`config.mk`:
```
export PLATFORM = sky130hd
export DESIGN_NAME = pwmcq_top
export DESIGN_NICKNAME = d
export VERILOG_FILES = /design/src/shared/pwmcq_pkg.sv /design/src/pwmcq_counter.sv /design/src/pwmcq_top.sv
export SDC_FILE = /design/constraint.sdc
export NUM_CORES = 1
export LEC_CHECK = 0
export BUFFER_PORTS_ARGS = -buffer_cell sky130_fd_sc_hd__buf_2
export CORE_ASPECT_RATIO = 1.1
export CORE_UTILIZATION = 50
export CTS_BUF_LIST = sky130_fd_sc_hd__clkbuf_2
export DETAILED_ROUTE_END_ITERATION = 8
export PLACE_DENSITY = 0.71
export SYNTH_ARGS = -nofsm -noshare
export SYNTH_HDL_FRONTEND = slang
export SYNTH_SLANG_ARGS = --single-unit
```
`constraint.sdc`:
```
create_clock -name mclk -period 8.37 [get_ports mclk]
set_input_delay 0.837 -clock mclk [delete_from_list [all_inputs] [get_ports mclk]]
set_output_delay 0.837 -clock mclk [all_outputs]
set_load 0.01 [all_outputs]
```
`src/shared/pwmcq_pkg.sv`:
```
package pwmcq_pkg;

   // Datapath widths
   localparam int unsigned DATA_W = 32;
   localparam int unsigned ADDR_W = 5;
   localparam int unsigned CNT_W  = 20;
   localparam int unsigned DIV_W  = 8;

   // Register byte offsets
   localparam logic [ADDR_W-1:0] OFS_CTRL   = 5'h00;
   localparam logic [ADDR_W-1:0] OFS_PERIOD = 5'h04;
   localparam logic [ADDR_W-1:0] OFS_DUTY   = 5'h08;
   localparam logic [ADDR_W-1:0] OFS_UPDATE = 5'h0C;
   localparam logic [ADDR_W-1:0] OFS_STATUS = 5'h10;
   localparam logic [ADDR_W-1:0] OFS_COUNT  = 5'h14;

   // Control register field positions
   localparam int unsigned CTRL_EN_BIT    = 0;
   localparam int unsigned CTRL_ALIGN_BIT = 1;
   localparam int unsigned CTRL_IE_BIT    = 2;
   localparam int unsigned CTRL_DIV_LSB   = 8;

   // Status register field positions
   localparam int unsigned STAT_STATE_BIT = 0;
   localparam int unsigned STAT_EVT_BIT   = 1;
   localparam int unsigned STAT_PEND_BIT  = 2;

   // Counter start and restart values
   localparam logic [CNT_W-1:0] CNT_START  = 20'h00000;
   localparam logic [CNT_W-1:0] CNT_RELOAD = 20'h00001;
   localparam logic [CNT_W-1:0] CNT_ONE    = 20'h00001;
   localparam logic [CNT_W-1:0] CNT_ZERO   = 20'h00000;

   // Reset values
   localparam logic [CNT_W-1:0]  PERIOD_RST = 20'h000FF;
   localparam logic [CNT_W-1:0]  DUTY_RST   = 20'h00080;
   localparam logic [DIV_W-1:0]  DIV_RST    = 8'h00;
   localparam logic [DATA_W-1:0] RDATA_IDLE = 32'h00000000;

   // Register port request
   typedef struct packed {
      logic [ADDR_W-1:0] addr;
      logic [DATA_W-1:0] wdata;
      logic              wr;
      logic              rd;
   } pwmcq_req_type;

endpackage

```
`src/pwmcq_counter.sv`:
```
`timescale 1ns/1ns
// Period counter: restarts from the start value while idle
module pwmcq_counter (
   input  wire logic                         mclk,
   input  wire logic                         rst_n,
   input  wire logic                         run,
   input  wire logic                         tick,
   input  wire logic [pwmcq_pkg::CNT_W-1:0]  limit,
   output logic      [pwmcq_pkg::CNT_W-1:0]  count_q,
   output logic                              wrap
);

   logic [pwmcq_pkg::CNT_W-1:0] count_d;

   // Greater-or-equal guards against a limit lowered below the count
   assign wrap    = run & tick & (count_q >= limit);
   assign count_d = !run ? pwmcq_pkg::CNT_START
                  : wrap ? pwmcq_pkg::CNT_RELOAD
                  : tick ? count_q + pwmcq_pkg::CNT_ONE
                  : count_q;

   // Count register
   always_ff @(posedge mclk or negedge rst_n) begin
      if (!rst_n) begin
         count_q <= pwmcq_pkg::CNT_START;
      end else begin
         count_q <= count_d;
      end
   end
endmodule

```
`src/pwmcq_top.sv`:
```
// Design decisions made here: the address map and the strobed register port.
`timescale 1ns/1ns
// Function
// - Enabling center-aligned channel raises event flag
// - Later periods restart counting from one
// - First period after enable starts from zero
// - Zero written to update register is ignored
// - State bit reads one for period after disable
module pwmcq_top (
   input  wire logic                          mclk,
   input  wire logic                          reset_n,
   input  wire pwmcq_pkg::pwmcq_req_type      bus_req,
   output logic      [pwmcq_pkg::DATA_W-1:0]  rdata_q,
   output logic                               pwm_out_q,
   output logic                               irq
);

   ////////////////////////////////////////////////////////////////////////////
   // Reset release
   logic rst_meta_q;
   logic rst_n;

   // Assertion is immediate, release waits two edges
   always_ff @(posedge mclk or negedge reset_n) begin
      if (!reset_n) begin
         rst_meta_q <= 1'b0;
         rst_n      <= 1'b0;
      end else begin
         rst_meta_q <= 1'b1;
         rst_n      <= rst_meta_q;
      end
   end

   ////////////////////////////////////////////////////////////////////////////
   // Register decode
   logic                          en_q;
   logic                          align_q;
   logic                          ie_q;
   logic [pwmcq_pkg::DIV_W-1:0]   div_q;
   logic [pwmcq_pkg::CNT_W-1:0]   period_q;
   logic [pwmcq_pkg::CNT_W-1:0]   duty_q;
   logic [pwmcq_pkg::CNT_W-1:0]   upd_val_q;
   logic                          upd_pend_q;
   logic                          event_q;
   logic [pwmcq_pkg::CNT_W-1:0]   drain_q;
   logic [pwmcq_pkg::DIV_W-1:0]   pre_q;
   logic [pwmcq_pkg::CNT_W-1:0]   count;
   logic                          wrap;

   wire wr_ctrl  = bus_req.wr & (bus_req.addr == pwmcq_pkg::OFS_CTRL);
   wire wr_per   = bus_req.wr & (bus_req.addr == pwmcq_pkg::OFS_PERIOD);
   wire wr_duty  = bus_req.wr & (bus_req.addr == pwmcq_pkg::OFS_DUTY);
   wire wr_upd   = bus_req.wr & (bus_req.addr == pwmcq_pkg::OFS_UPDATE);
   wire rd_stat  = bus_req.rd & (bus_req.addr == pwmcq_pkg::OFS_STATUS);
   wire new_en   = bus_req.wdata[pwmcq_pkg::CTRL_EN_BIT];
   wire new_algn = bus_req.wdata[pwmcq_pkg::CTRL_ALIGN_BIT];
   wire [pwmcq_pkg::CNT_W-1:0] wval = bus_req.wdata[pwmcq_pkg::CNT_W-1:0];

   // Enable edges as seen by software writes
   wire turn_on  = wr_ctrl & new_en & !en_q;
   wire turn_off = wr_ctrl & !new_en & en_q;

   ////////////////////////////////////////////////////////////////////////////
   // Prescaler: one-cycle count enable every div_q+1 clocks
   wire tick = (pre_q >= div_q);  // A lowered divider never stalls a wrap

   always_ff @(posedge mclk or negedge rst_n) begin
      if (!rst_n) begin
         pre_q <= pwmcq_pkg::DIV_RST;
      end else begin
         pre_q <= tick ? pwmcq_pkg::DIV_RST : pre_q + 8'h01;
      end
   end

   ////////////////////////////////////////////////////////////////////////////
   // Control and duty registers
   always_ff @(posedge mclk or negedge rst_n) begin
      if (!rst_n) begin
         en_q     <= 1'b0;
         align_q  <= 1'b0;
         ie_q     <= 1'b0;
         div_q    <= pwmcq_pkg::DIV_RST;
         duty_q   <= pwmcq_pkg::DUTY_RST;
      end else if (wr_ctrl) begin
         en_q     <= new_en;
         align_q  <= new_algn;
         ie_q     <= bus_req.wdata[pwmcq_pkg::CTRL_IE_BIT];
         div_q    <= bus_req.wdata[pwmcq_pkg::CTRL_DIV_LSB +: pwmcq_pkg::DIV_W];
      end else if (wr_duty) begin
         duty_q   <= wval;
      end
   end

   // Update register: held until the period ends; zero never latches
   wire upd_take = wr_upd & (wval != pwmcq_pkg::CNT_ZERO);

   always_ff @(posedge mclk or negedge rst_n) begin
      if (!rst_n) begin
         period_q   <= pwmcq_pkg::PERIOD_RST;
         upd_val_q  <= pwmcq_pkg::PERIOD_RST;
         upd_pend_q <= 1'b0;
      end else begin
         if (wr_per) begin
            period_q <= wval;
         end else if (wrap && upd_pend_q) begin
            period_q <= upd_val_q;
         end
         if (upd_take) begin
            upd_val_q <= wval;
         end
         upd_pend_q <= upd_take | (upd_pend_q & !wrap);
      end
   end

   ////////////////////////////////////////////////////////////////////////////
   // Channel counter
   pwmcq_counter u_cnt (
      .mclk    (mclk),
      .rst_n   (rst_n),
      .run     (en_q),
      .tick    (tick),
      .limit   (period_q),
      .count_q (count),
      .wrap    (wrap)
   );

   // Waveform: high while enabled and the count is below the duty value
   always_ff @(posedge mclk or negedge rst_n) begin
      if (!rst_n) begin
         pwm_out_q <= 1'b0;
      end else begin
         pwm_out_q <= en_q & (count < duty_q);
      end
   end

   ////////////////////////////////////////////////////////////////////////////
   // Enable state lingers for one period after a disable
   wire state_bit = en_q | (drain_q != pwmcq_pkg::CNT_ZERO);

   always_ff @(posedge mclk or negedge rst_n) begin
      if (!rst_n) begin
         drain_q <= pwmcq_pkg::CNT_ZERO;
      end else if (turn_off) begin
         drain_q <= period_q;
      end else if (en_q) begin
         drain_q <= pwmcq_pkg::CNT_ZERO;
      end else if (tick && state_bit) begin
         drain_q <= drain_q - pwmcq_pkg::CNT_ONE;
      end
   end

   ////////////////////////////////////////////////////////////////////////////
   // Event flag: set wins over the clear by a status read
   wire evt_set = wrap | (turn_on & new_algn);

   always_ff @(posedge mclk or negedge rst_n) begin
      if (!rst_n) begin
         event_q <= 1'b0;
      end else begin
         event_q <= evt_set | (event_q & !rd_stat);
      end
   end

   // Interrupt stays quiet until software enables it
   assign irq = event_q & ie_q;

   ////////////////////////////////////////////////////////////////////////////
   // Read data, valid only in the cycle after the strobe
   logic [pwmcq_pkg::DATA_W-1:0] rd_mux;

   wire [pwmcq_pkg::DATA_W-1:0] ctrl_word = {16'h0000, div_q, 5'h00,
                                             ie_q, align_q, en_q};
   wire [pwmcq_pkg::DATA_W-1:0] stat_word = {29'h00000000, upd_pend_q,
                                             event_q, state_bit};

   always_comb begin
      case (bus_req.addr)
         pwmcq_pkg::OFS_CTRL:   rd_mux = ctrl_word;
         pwmcq_pkg::OFS_PERIOD: rd_mux = {12'h000, period_q};
         pwmcq_pkg::OFS_DUTY:   rd_mux = {12'h000, duty_q};
         pwmcq_pkg::OFS_UPDATE: rd_mux = {12'h000, upd_val_q};
         pwmcq_pkg::OFS_STATUS: rd_mux = stat_word;
         pwmcq_pkg::OFS_COUNT:  rd_mux = {12'h000, count};
         default:               rd_mux = pwmcq_pkg::RDATA_IDLE;
      endcase
   end

   always_ff @(posedge mclk or negedge rst_n) begin
      if (!rst_n) begin
         rdata_q <= pwmcq_pkg::RDATA_IDLE;
      end else begin
         rdata_q <= bus_req.rd ? rd_mux : pwmcq_pkg::RDATA_IDLE;
      end
   end
endmodule

```
==> run summary <==
The sequential cell area fraction in the yosys report came out at 44.8%. The y dimension of the die is 135 µm. The first global-routing pass estimated 32500 µm of wire.

The half-perimeter wire length of the detailed placement result is 13500 µm. The area fraction in compound gates after synthesis came out at 17.6%. The clock input transition at the sequential cells of the worst setup and hold paths is 0.21 ns.

Setup repair after global routing left no endpoint under its margin. In this run the tool buffered the top-level ports with 50 buffer cells. For this run, the top clock speed supported by timing is 0.269 GHz. The yosys synthesis warning count came out at 0. The slowest stage of the critical path is the nand2_1 cell. The clock sink count is 144. The main combinational cell family by area after synthesis is compound AO/OA/AOI/OAI gates.

The final weighted congestion in routability-driven placement is 0.832. The total setup violations reported at the end of the flow came out at 0. The synthesized instance count is 799. The nature of the critical path startpoint is an input pin. The worst slack at placement is 3.98 ns. Across every metal layer, demand over resource in global routing totals 25.7%. Of the total synthesized cell area, the portion taken by full adders, half adders and majority gates is 7.74%.

The site row count came out at 48. The cell family contributing the most delay on the critical path is simple AND/OR/NAND/NOR gates. After routing, the total negative slack on setup checks comes to 0 ns. The global route total overflow is 0.

The number of enable-type register cells in the synthesized netlist is 0. The amount of wire on met2 after detailed routing came out at 9330 µm. The run finished with clean final reports. The signal on the critical path passes through buf_2 > or2_2 > nor3b_4 > buf_4 > nor2b_1 > nand2_1 > mux2_2.

The share of the synthesized area in the top cell type is 39.3%. Of the available clock period, the critical path in the final layout requires 44.4%. The detailed-route wire length per cell is 18.8 µm. The peak per-stage delay on the critical path is 0.99 ns. Each instance of the synthesized netlist takes up on average 10.1 µm². Once detail routing completed, the nets flagged for antenna violations numbered 0. The worst setup skew after layout is 0.0255 ns.

Across all layers, the routed design uses 6374 vias. The final wirelength came out at 19800 µm. The area of all placed cells without fillers came out at 8680 µm². The TritonCTS clock tree is done. The data required time at the worst endpoint came out at 8.99 ns.

The post-synthesis to final-layout area growth came out at 7.40%. The detailed-routing wirelength on met1 came out at 9030 µm. The maximum level of the CTS H-tree is 4. The register bit total from synthesis is 144. The floorplan die area is 16700 µm².

The count of TritonRoute iterations in the first routing pass came out at 5. The largest fanout on the critical path is 33. For this design the ratio of total power to cell area is 200 nW/µm². Measured in cells, the most critical reg-to-reg path has a length of 11.

Summing the areas of all xor and xnor instances in the mapped netlist gives 0.975% of the synthesized area. The number of nets in the layout is 930. The number of remaining DRC errors is 0. Across all hold checks on the routed design, the worst slack comes to 0.287 ns. For this design the static power due to leakage is 4.21 nW. The worst path meets setup with 4.65 ns of slack. Counting both buffers and inverters, the worst setup path holds a total of 2.

The worst path arrival time is 4.34 ns. The post-CTS setup-driven buffer insertion count came out at 0. The slack of the worst reg-to-reg path came out at 4.89 ns. The I/O pin count came out at 75. The minimum clock period after layout is 3.72 ns. Clock latency on the worst-skew pair, taken at its later pin, is 0.73 ns. Summing the areas of all and, or, nand and nor instances in the mapped netlist gives 13.0% of the synthesized area.

The biggest area contributor in the post-synthesis netlist is dfrtp_1. The worst-case IR drop observed on VDD is 0.000171 V. The endpoint of the lowest-slack register-to-register path is drain_q[5]. The number of hold violations in the final report is 0.

The total power after layout is 1.73 mW. Signal routing reaches up to met4. The length of routed met3 wiring is 1060 µm. The worst hold path belongs to the class register to asynchronous set/reset pin.

Counting distinct cell types in the post-synthesis netlist gives 65. The number of slew-limit violations in the final report is 0. Buffers inserted during clock tree synthesis total 17. Summing all placed instances gives a cell area of 8480 µm². The measured slew at the worst slew-check pin is 1.16 ns. The initial antenna violation count is 1.

The placeable core region came out at 15700 µm². The worst setup path is of the input pin to register kind. The detail-routed via count per cell is 6.06. In this run the critical register-to-register path is launched from pre_q[0]. The fraction of layout cells with a size suffix above 1 is 21.2%. CTS placed an instance of clkbuf_2 at the clock tree root. Sorting the synthesized cells by area gives the leading types as dfrtp_1, ha_1, mux2_2. In the synthesized netlist the dominant register cell turns out to be dfrtp_1. The effective utilization at floorplan is 51.4%. The pin count of the biggest net entering global routing is 67. The multiplexer area fraction after synthesis is 9.95%. STA classifies the critical path endpoint as a register. The maximum count of clock buffers along a single path is 2.

The die is 123 µm wide. The max-cap check violation count is 0. The fraction of registers with async set or reset after synthesis is 100%. The DRC marker count from the first detailed-route iteration came out at 567. The via count of the first global-routing pass is 6174. Headroom to the max-slew limit came out at 22.5%.

The netlist area before placement is 8080 µm².
==> kinds of logic after synthesis <==
kind of cell	count (synthesis)
other cells	2
buf+inv	106
simple gates	201
compound gates	213
mux	74
flops	144
xor+xnor	9
fa+ha+maj	50
==> power by group <==
part	internal [mW]	switching [mW]	total, mW	leakage (nW)
Clock	0.101	0.250	0.351	0.112
Sequential	0.819	0.124	0.944	1.78
Combinational	0.191	0.248	0.439	2.32
==> synthesized netlist by cell type, types with 7 or more instances <==
| master | n |
|---|---|
| a21o_1 | 11 |
| a21oi_1 | 75 |
| a221oi_1 | 11 |
| a222oi_1 | 13 |
| a22o_1 | 14 |
| a22oi_1 | 20 |
| a31oi_1 | 10 |
| and2_1 | 7 |
| and3_1 | 9 |
| buf_4 | 17 |
| clkbuf_1 | 31 |
| dfrtp_1 | 127 |
| dfstp_2 | 17 |
| ha_1 | 50 |
| inv_1 | 53 |
| mux2_2 | 51 |
| mux2i_1 | 23 |
| nand2_1 | 35 |
| nand2b_1 | 7 |
| nand3_1 | 21 |
| nand4_1 | 7 |
| nor2_1 | 56 |
| nor3_1 | 16 |
| nor4_1 | 7 |
| o21ai_0 | 23 |
| o21ai_1 | 7 |
==> cells in the final DEF, fill, tap and decap left out, types with 5 or more instances in the layout <==
cell,Yosys,final
nand3_1,21,21
conb_1,2,13
o21ai_1,7,7
a21oi_1,75,75
nand4_1,7,7
a22oi_1,20,20
and3_1,9,9
xor2_1,5,5
mux2_2,51,51
nor4_1,7,7
or3_1,6,6
nor3_1,16,15
a221o_1,5,5
a31oi_1,10,10
buf_4,17,12
nand2_1,35,35
a22o_1,14,14
inv_1,53,53
dfrtp_1,127,126
mux2i_1,23,23
buf_2,4,50
and2_1,7,7
dfstp_2,17,17
ha_1,50,50
nand2b_1,7,7
a211oi_1,5,5
a21o_1,11,11
o21ai_0,23,23
a221oi_1,11,11
a222oi_1,13,13
clkbuf_2,0,18
nor2_1,56,56
==> state kept, by name, indices dropped and copies added (netlist names), 8 cells and up <==
register       flops
period_q          20
upd_val_q         20
pre_q              8
drain_q           20
rdata_q           20
div_q              8
u_cnt.count_q     20
duty_q            20
==> routing by layer <==
layer	vias to the layer above	global-route usage, %
li1	2986	-
met1	3133	36.0
met2	216	40.0
met3	39	4.84
met4	0	8.57
met5	-	0
==> timing repair <==
| action | in CTS | in global routing |
|---|---|---|
| resized for setup | 0 | 0 |
| hold buffers | 1 | 0 |
| setup endpoints to repair | 0 | 0 |
| endpoints found under the hold margin | 2 | 0 |
==> layout make-up <==
class | instances | area (µm²)
Clock inverter | 13 | 98.8
Inverter | 53 | 199
Fill cell | 1393 | 7050
Timing Repair Buffer | 63 | 350
Antenna cell | 1 | 2.50
Clock buffer | 18 | 90.1
Multi-Input combinational cell | 560 | 4060
Sequential cell | 144 | 3630
Tap cell | 200 | 250
==> per-stage QoR <==
step / std cells / utilization, %
4_1_cts: 1051 / 55.2
3_3_place_gp: 1019 / 53.9
2_1_floorplan: 810 / -
3_5_place_dp: 1019 / 53.9
5_1_grt: 1052 / 55.2
6_report: 1052 / 55.2
==> worst max path at each step <==
stage                           start    endpoint  slack (ns)  cells past startpoint
final                     bus_req[35]  duty_q[18]        4.65                      7
after global routing      bus_req[35]  duty_q[18]        4.60                      7
after CTS                 bus_req[35]  duty_q[16]        4.77                      7
after detailed placement  bus_req[35]  duty_q[14]        3.98                      7
after global placement    bus_req[35]  duty_q[18]        4.05                      7
after floorplan                 rst_n     align_q        4.09                      0
No activity file was read; power rests on OpenSTA's default activity.
